$ cat src/logic/e1m_consts.svh
`ifndef E1M_CONSTS_SVH
`define E1M_CONSTS_SVH
`define E1M_NUM_CH              8
`define E1M_MON_SEL_W           5
`define E1M_CLK_MHZ             200
`define E1M_RST_LONG_US         2
`define E1M_RST_SHORT_US        1
`define E1M_RST_LONG_CYC        (`E1M_RST_LONG_US * `E1M_CLK_MHZ)
`define E1M_RST_SHORT_CYC       (`E1M_RST_SHORT_US * `E1M_CLK_MHZ)
`define E1M_LOS_SET_CYC         32
`define E1M_LOS_WIN_CYC         64
`define E1M_LOS_CLR_MARKS       12
`define E1M_TRI_LOW             2'h0
`define E1M_TRI_HIGH            2'h1
`define E1M_TRI_MID             2'h2
`define E1M_CODEC_HDB3          1'h0
`define E1M_CODEC_AMI           1'h1
`endif

$ cat src/logic/e1m_pkg.sv
package e1m_pkg;
	typedef enum logic [1:0] {E1M_CTL_HW, E1M_CTL_PAR, E1M_CTL_SER} e1m_ctl_t;
	typedef enum logic [1:0] {E1M_JA_TX, E1M_JA_RX, E1M_JA_OFF} e1m_ja_t;
	typedef enum logic [1:0] {E1M_MON_NONE, E1M_MON_RX, E1M_MON_TX} e1m_mon_t;
	typedef enum logic {E1M_RS_IDLE, E1M_RS_BUSY} e1m_rst_t;
endpackage

$ cat src/logic/e1m_mode_decode.sv
`timescale 1ns/1ps
`include "e1m_consts.svh"
// Functional notes
// - hardware unipolar: codec pin picks HDB3/AMI
// - host mode: codec from register bit
// - host mode: flavour pin picks strobe style
// - hardware: jitter select places attenuator
// - mode pin picks hardware/parallel/serial
// - hardware: parallel port off, pins rule
// - serial host uses only serial pins
// - parallel: mux pin picks bus form
// - parallel non-muxed: monitor pins become address
// - low bits zero means no monitoring
// - bit 3 zero monitors receiver n
// - bit 3 one monitors transmitter n, none if n looped back
// - no marks long enough raises loss
// - enough transitions in window clears loss
// - power-up or soft reset restores defaults
module e1m_mode_decode
	import e1m_pkg::*;
#(
	parameter int NUM_CH        = `E1M_NUM_CH,
	parameter int RST_LONG_CYC  = `E1M_RST_LONG_CYC,
	parameter int RST_SHORT_CYC = `E1M_RST_SHORT_CYC,
	parameter int LOS_SET_CYC   = `E1M_LOS_SET_CYC,
	parameter int LOS_WIN_CYC   = `E1M_LOS_WIN_CYC,
	parameter int LOS_CLR_MARKS = `E1M_LOS_CLR_MARKS
) (
	input  wire logic              clk_i,
	input  wire logic              reset_n_i,
	input  wire logic [1:0]        mode_tri_i,
	input  wire logic [1:0]        jitter_atten_position_select_i,
	input  wire logic              codec_select_i,
	input  wire logic              host_bus_flavour_select_i,
	input  wire logic              bus_mux_select_i,
	input  wire logic [4:0]        monitor_select_i,
	input  wire logic [NUM_CH-1:0] unipolar_bipolar_select_i,
	input  wire logic [NUM_CH-1:0] analog_loopback_i,
	input  wire logic              reg_codec_ami_i,
	input  wire logic [4:0]        reg_monitor_select_i,
	input  wire logic              soft_reset_register_wr_i,
	input  wire logic [NUM_CH-1:0] rx_mark_i,
	output logic [1:0]             ctl_mode_o,
	output logic                   parallel_port_en_o,
	output logic                   serial_port_en_o,
	output logic                   sep_strobe_style_o,
	output logic                   muxed_bus_o,
	output logic                   address_pins_en_o,
	output logic [NUM_CH-1:0]      codec_ami_o,
	output logic [1:0]             ja_position_o,
	output logic [1:0]             mon_kind_o,
	output logic [2:0]             mon_channel_o,
	output logic                   mon_blocked_o,
	output logic                   regs_reset_o,
	output logic [NUM_CH-1:0]      signal_loss_flag_o
);
	typedef struct packed {
		logic [1:0] mode_s1;
		logic [1:0] mode_s2;
		logic [1:0] ja_s1;
		logic [1:0] ja_s2;
		logic [1:0] cod_s;
		logic [1:0] flav_s;
		logic [1:0] mux_s;
		logic [9:0] mon_s;
		logic [2*NUM_CH-1:0] ubs_s;
		logic [2*NUM_CH-1:0] lb_s;
		logic [2*NUM_CH-1:0] mark_s;
		logic [NUM_CH-1:0] mark_d;
		e1m_rst_t   rst_st;
		logic [15:0] rst_cnt;
		e1m_ctl_t   ctl;
		logic       par_en;
		logic       ser_en;
		logic       sep_strobe;
		logic       muxed;
		logic       addr_en;
		logic [NUM_CH-1:0] ami;
		e1m_ja_t    ja;
		e1m_mon_t   mon_kind;
		logic [2:0] mon_ch;
		logic       mon_blk;
		logic       regs_rst;
	} e1m_st_t;
	e1m_st_t st_reg;
	e1m_st_t st_next;
	logic [NUM_CH-1:0] los_w;
	logic [NUM_CH-1:0] mark_edge_w;

	function automatic e1m_ctl_t dec_ctl(input logic [1:0] t);
		case (t)
			`E1M_TRI_LOW:  dec_ctl = E1M_CTL_HW;
			`E1M_TRI_HIGH: dec_ctl = E1M_CTL_PAR;
			default:       dec_ctl = E1M_CTL_SER;
		endcase
	endfunction

	function automatic e1m_ja_t dec_ja(input logic [1:0] t);
		case (t)
			`E1M_TRI_LOW:  dec_ja = E1M_JA_TX;
			`E1M_TRI_HIGH: dec_ja = E1M_JA_RX;
			default:       dec_ja = E1M_JA_OFF;
		endcase
	endfunction

	always_comb begin
		logic [4:0] sel;
		logic       host;
		logic       loop;
		st_next = st_reg;
		sel = '0;
		host = 1'b0;
		loop = 1'b0;
		st_next.mode_s1 = mode_tri_i;
		st_next.mode_s2 = st_reg.mode_s1;
		st_next.ja_s1   = jitter_atten_position_select_i;
		st_next.ja_s2   = st_reg.ja_s1;
		st_next.cod_s   = {st_reg.cod_s[0], codec_select_i};
		st_next.flav_s  = {st_reg.flav_s[0], host_bus_flavour_select_i};
		st_next.mux_s   = {st_reg.mux_s[0], bus_mux_select_i};
		st_next.mon_s   = {st_reg.mon_s[4:0], monitor_select_i};
		st_next.ubs_s   = {st_reg.ubs_s[NUM_CH-1:0], unipolar_bipolar_select_i};
		st_next.lb_s    = {st_reg.lb_s[NUM_CH-1:0], analog_loopback_i};
		st_next.mark_s  = {st_reg.mark_s[NUM_CH-1:0], rx_mark_i};
		st_next.mark_d  = st_reg.mark_s[2*NUM_CH-1:NUM_CH];
		st_next.ctl = dec_ctl(st_reg.mode_s2);
		host = (st_next.ctl != E1M_CTL_HW);
		st_next.par_en  = (st_next.ctl == E1M_CTL_PAR);
		st_next.ser_en  = (st_next.ctl == E1M_CTL_SER);
		st_next.sep_strobe = host && st_reg.flav_s[1];
		st_next.muxed   = st_next.par_en && st_reg.mux_s[1];
		st_next.addr_en = st_next.par_en && !st_reg.mux_s[1];
		st_next.ja = host ? E1M_JA_OFF : dec_ja(st_reg.ja_s2);
		for (int i = 0; i < NUM_CH; i++) begin
			if (host) begin
				st_next.ami[i] = reg_codec_ami_i;
			end else if (st_reg.ubs_s[NUM_CH+i]) begin
				st_next.ami[i] = st_reg.cod_s[1];
			end else begin
				st_next.ami[i] = `E1M_CODEC_HDB3;
			end
		end
		if (host) begin
			sel = reg_monitor_select_i;
		end else begin
			sel = {1'b0, st_reg.mon_s[8:5]};
		end
		st_next.mon_ch = sel[2:0];
		st_next.mon_blk = 1'b0;
		if (sel[2:0] == 3'h0) begin
			st_next.mon_kind = E1M_MON_NONE;
		end else if (!sel[3]) begin
			st_next.mon_kind = E1M_MON_RX;
		end else begin
			loop = st_reg.lb_s[NUM_CH + 32'(sel[2:0])];
			st_next.mon_kind = loop ? E1M_MON_NONE : E1M_MON_TX;
			st_next.mon_blk = loop;
		end
		case (st_reg.rst_st)
			E1M_RS_IDLE: begin
				st_next.regs_rst = 1'b0;
				if (soft_reset_register_wr_i) begin
					st_next.rst_st = E1M_RS_BUSY;
					st_next.regs_rst = 1'b1;
					if (st_reg.par_en && !st_reg.muxed && st_reg.sep_strobe) begin
						st_next.rst_cnt = 16'(RST_LONG_CYC - 1);
					end else begin
						st_next.rst_cnt = 16'(RST_SHORT_CYC - 1);
					end
				end
			end
			E1M_RS_BUSY: begin
				if (st_reg.rst_cnt == 16'h0000) begin
					st_next.rst_st = E1M_RS_IDLE;
					st_next.regs_rst = 1'b0;
				end else begin
					st_next.rst_cnt = st_reg.rst_cnt - 16'h0001;
				end
			end
			default: begin
				st_next.rst_st = E1M_RS_IDLE;
				st_next.regs_rst = 1'b0;
			end
		endcase
	end

	always_ff @(posedge clk_i or negedge reset_n_i) begin
		if (!reset_n_i) begin
			st_reg <= '0;
		end else begin
			st_reg <= st_next;
		end
	end

	assign mark_edge_w = st_reg.mark_s[2*NUM_CH-1:NUM_CH] ^ st_reg.mark_d;

	for (genvar g = 0; g < NUM_CH; g++) begin : g_los
		e1m_los_det #(
			.SET_CYC   (LOS_SET_CYC),
			.WIN_CYC   (LOS_WIN_CYC),
			.CLR_MARKS (LOS_CLR_MARKS)
		) u_los (
			.clk_i     (clk_i),
			.reset_n_i (reset_n_i),
			.clear_i   (st_reg.regs_rst),
			.mark_i    (mark_edge_w[g]),
			.loss_o    (los_w[g])
		);
	end

	assign ctl_mode_o         = st_reg.ctl;
	assign parallel_port_en_o = st_reg.par_en;
	assign serial_port_en_o   = st_reg.ser_en;
	assign sep_strobe_style_o = st_reg.sep_strobe;
	assign muxed_bus_o        = st_reg.muxed;
	assign address_pins_en_o  = st_reg.addr_en;
	assign codec_ami_o        = st_reg.ami;
	assign ja_position_o      = st_reg.ja;
	assign mon_kind_o         = st_reg.mon_kind;
	assign mon_channel_o      = st_reg.mon_ch;
	assign mon_blocked_o      = st_reg.mon_blk;
	assign regs_reset_o       = st_reg.regs_rst;
	assign signal_loss_flag_o = los_w;
endmodule

$ cat src/logic/e1m_los_det.sv
`timescale 1ns/1ps
`include "e1m_consts.svh"
module e1m_los_det
	import e1m_pkg::*;
#(
	parameter int SET_CYC   = `E1M_LOS_SET_CYC,
	parameter int WIN_CYC   = `E1M_LOS_WIN_CYC,
	parameter int CLR_MARKS = `E1M_LOS_CLR_MARKS
) (
	input  wire logic clk_i,
	input  wire logic reset_n_i,
	input  wire logic clear_i,
	input  wire logic mark_i,
	output logic      loss_o
);
	typedef struct packed {
		logic [15:0] quiet;
		logic [15:0] win;
		logic [15:0] marks;
		logic        loss;
	} e1m_los_st_t;
	e1m_los_st_t st_reg;
	e1m_los_st_t st_next;
	always_comb begin
		st_next = st_reg;
		if (clear_i) begin
			st_next = '0;
		end else if (!st_reg.loss) begin
			if (mark_i) begin
				st_next.quiet = '0;
			end else if (st_reg.quiet >= 16'(SET_CYC - 1)) begin
				st_next.loss  = 1'b1;
				st_next.quiet = '0;
				st_next.win   = '0;
				st_next.marks = '0;
			end else begin
				st_next.quiet = st_reg.quiet + 16'h0001;
			end
		end else begin
			if (st_reg.win >= 16'(WIN_CYC - 1)) begin
				st_next.win   = '0;
				st_next.marks = '0;
			end else begin
				st_next.win = st_reg.win + 16'h0001;
				if (mark_i) begin
					st_next.marks = st_reg.marks + 16'h0001;
				end
			end
			if (mark_i && st_reg.marks >= 16'(CLR_MARKS - 1)) begin
				st_next.loss  = 1'b0;
				st_next.win   = '0;
				st_next.marks = '0;
			end
		end
	end
	always_ff @(posedge clk_i or negedge reset_n_i) begin
		if (!reset_n_i) begin
			st_reg <= '0;
		end else begin
			st_reg <= st_next;
		end
	end
	assign loss_o = st_reg.loss;
endmodule

$ cat config.mk
export PLATFORM = sky130hd
export DESIGN_NAME = e1m_mode_decode
export DESIGN_NICKNAME = d
export VERILOG_FILES = /design/src/logic/e1m_pkg.sv /design/src/logic/e1m_mode_decode.sv /design/src/logic/e1m_los_det.sv
export VERILOG_INCLUDE_DIRS = /design/src /design/src/logic
export SDC_FILE = /design/constraint.sdc
export NUM_CORES = 1
export LEC_CHECK = 0
export BUFFER_PORTS_ARGS = -buffer_cell sky130_fd_sc_hd__buf_2
export CELL_PAD_IN_SITES_DETAIL_PLACEMENT = 0
export CELL_PAD_IN_SITES_GLOBAL_PLACEMENT = 2
export CORE_ASPECT_RATIO = 0.7
export CORE_UTILIZATION = 41
export CTS_CLUSTER_SIZE = 40
export DETAILED_ROUTE_END_ITERATION = 10
export GPL_ROUTABILITY_DRIVEN = 0
export MAX_ROUTING_LAYER = met4
export PLACE_DENSITY = 0.89
export SETUP_SLACK_MARGIN = 0.1
export SLEW_MARGIN = 20
export SYNTH_ARGS = -nofsm -noshare
export SYNTH_HDL_FRONTEND = slang
export SYNTH_SLANG_ARGS = --single-unit
$ cat constraint.sdc
create_clock -name clk_i -period 2.41 [get_ports clk_i]
set_input_delay 0.241 -clock clk_i [delete_from_list [all_inputs] [get_ports clk_i]]
set_output_delay 0.241 -clock clk_i [all_outputs]
set_load 0.05 [all_outputs]
==> flow_summary.yaml <==
detailed_routing:
  dr_total_vias: 15000
  viasPerCell: 5.25
  dr.pass1.iters: 7
  drt_iter0_drc: 897
  wl_per_cell_um: 15.0
  drc_errors: 0
  detail-route-antenna-nets: 0
  routed_wl_mm: 42.8
logic_synthesis:
  synth_top_area_share_pct: 59.9
  yosysWarnings: 0
  synth-main-ff-cell: "dfrtp_1"
  synth_cells: 1982
  synth_area_leaders: "dfrtp_1 60%, nor2_1 5.5%, and2_1 2.2%"
  synth_most_common_cell: "dfrtp_1"
  synthTopCellsByCount: "509 x dfrtp_1, 311 x nor2_1, 118 x nand2_1"
  synthArstFlopShare_pct: 100
  syn_area_um2: 21300
  synth_edf_count: 0
  synth_cell_types: 69
  synth_nets: 2052
  synth_area_leader_cell: "dfrtp_1"
  ys_seq_area_share_pct: 59.9
  avgSynthCellArea_um2: 10.7
  synth_seq_cells: 509
floorplan:
  ios: 77
  chipWidth_um: 274
  rows: 69
  core_um2: 51000
  initial_core_util_pct: 41.7
  die_h_um: 193
  die-area_um2: 52800
worst_setup_path:
  rrSetupSlack_ns: 0.13
  path_max_fanout: 6
  r2r_start: "g_los[4].u_los.st_reg[34]$_DFFE_PN0P_"
  start_kind: "flip-flop"
  critPathCaptureType: "flip-flop"
  reg2reg_depth: 7
  crit_type: "flip-flop to flip-flop"
  crit_end: "g_los[4].u_los.st_reg[12]$_DFFE_PN0P_"
  r2r_end: "g_los[4].u_los.st_reg[12]$_DFFE_PN0P_"
  crit_required_ns: 2.89
  cp_data_arrival_time_ns: 2.76
  startpoint: "g_los[4].u_los.st_reg[34]$_DFFE_PN0P_"
cts:
  cts_buffers: 50
  tritoncts: "built"
  cts-root-buf: "clkbuf_16"
  clk_pin_slew_ns: 0.06
  clock_path_buffers: 3
  htree_levels: 2
  clkLatencyLatePin_ns: 0.59
  cts_sinks: 509
final_layout:
  nNetsFinal: 2215
  drive_gt1_share_pct: 13.9
  n_antenna_cell: 0
  syn_to_final_growth_pct: 17.4
  final_util_pct: 49.0
  largest_reg_flops: 384
sta:
  tns_ns: 0
  finalSetupViolations: 0
  hold_slack_ns: 0.0664
  drv_slew: 0
  clock.fmax_ghz: 0.439
  worst_pin_slew_ns: 0.899
  period_share_pct: 94.4
  period_minus_slack_ns: 2.28
  finClkSkew_ns: 0.0242
  finalHoldViolCount: 0
  rsz0062_at_grt: "yes"
  relSlewSlack_pct: 40.0
grt:
  grt_pass1_wl_mm: 73.3
  grt_pass1_vias: 14700
  overflow: 0
  grt_usage_pct: 17.2
  grt_antenna_before_repair: 0
  grt_start_max_net_pins: 80
pwr:
  cellLeakagePower_nw: 10.9
  p_per_area_nw_per_um2: 680
  peakVddDrop_mv: 0.555
flow_run:
  maxCapViolCount: 0
place:
  io_buffers: 74
  hpwlAfterDp_mm: 28.4
hold_path:
  holdCritPathClass: "input port to flip-flop"
status:
  status: "finished, final reports clean"
worst max-delay path, stage by stage (launching register included):
cell and delay (ns):
dfrtp_1 0.40, ha_2 0.19, and4_1 0.16, or4_4 0.42, o31a_1 0.37, o21a_2 0.28
and4_1 0.19, o21a_1 0.18
cell families (layout without fill, tap and decap cells):
| group | count (synthesis) | after routing | share of synthesized area [%] |
|---|---|---|---|
| compound gates | 350 | 350 | 11.0 |
| xor+xnor | 61 | 61 | 2.51 |
| fa+ha+maj | 25 | 25 | 1.47 |
| buf+inv | 127 | 326 | 2.93 |
| flops | 509 | 509 | 59.9 |
| mux | 18 | 18 | 0.953 |
| simple gates | 892 | 893 | 21.3 |
layout make-up:
class / instances / area [µm²]
clock inverters: 14 / 124
inverters: 50 / 193
clock buffers: 75 / 1500
well taps: 674 / 843
multi-input cells: 1347 / 8140
fillers: 4555 / 26000
flip-flops and latches: 509 / 12700
repair buffers: 187 / 1450
stage by stage:
stage               power, mW  setup WS (ns)  area (µm²)  instances
finish                   17.0          0.134       25000       2856
global route             17.6         0.0456       25000       2856
global placement         9.35         0.0798       22700       2717
floorplan                9.06          0.168       21300       1982
CTS                      17.3          0.106       24700       2846
detailed placement       9.36         0.0294       22700       2717
where the power goes:
| part | leakage, nW | internal (mW) | switching [mW] |
|---|---|---|---|
| Clock | 0.811 | 4.48 | 3.27 |
| Combinational | 3.29 | 0.177 | 0.376 |
| Sequential | 6.83 | 8.64 | 0.0424 |
| Total | 10.9 | 13.3 | 3.69 |
layout by cell type (no fill, tap or decap), types with 10 or more instances in the layout:
cell type      count
nand3_1           44
buf_4             65
nor4_2            10
clkbuf_8          13
o21a_1            22
nor3_1            49
o21ai_0           73
a41oi_1           35
buf_12            10
and4_1            24
nand4_1           41
nand2_1          115
a31oi_1           54
and3_1            56
ha_1              24
nand2b_1          22
clkbuf_16         51
o31ai_1           21
a21oi_1           72
nor2_1           304
xor2_1            33
and2_1            75
inv_1             49
buf_2             73
xnor2_1           28
dfrtp_1          508
nor2b_1           28
nor4_1            50
dlygate4sd3_1     38
clkinv_2          11
clkbuf_1          11
a21o_1            11
layer usage:
metal | global-route usage, % | routed length (µm) | up-vias
met5 | - | 0 | -
met4 | 5.00 | 859 | 0
met3 | 2.68 | 1460 | 66
met2 | 24.8 | 18600 | 165
met1 | 25.0 | 21900 | 7386
li1 | - | - | 7370
what timing repair did:
action,4_1_cts,5_1_grt
cloned,0,1
setup endpoints to repair,13,147
endpoints found under the hold margin,101,0
pin swaps,2,13
setup buffers,2,9
hold buffers,38,0
gates resized for setup,5,41
how the worst min path moves through the flow:
stage                     slack [ns]  cells after the start                    start                     endpoint
after detailed placement        0.30                      1                reset_n_i        st_next[94]$_DFF_PN0_
after global routing            0.08                      4  reg_monitor_select_i[1]   mon_channel_o[1]$_DFF_PN0_
after CTS                       0.03                      4  reg_monitor_select_i[1]   mon_channel_o[1]$_DFF_PN0_
final                           0.07                      4  reg_monitor_select_i[1]   mon_channel_o[1]$_DFF_PN0_
after floorplan                -0.05                      0                reset_n_i  address_pins_en_o$_DFF_PN0_
after global placement          0.30                      1                reset_n_i        st_next[94]$_DFF_PN0_
No activity file was read; power rests on OpenSTA's default activity.
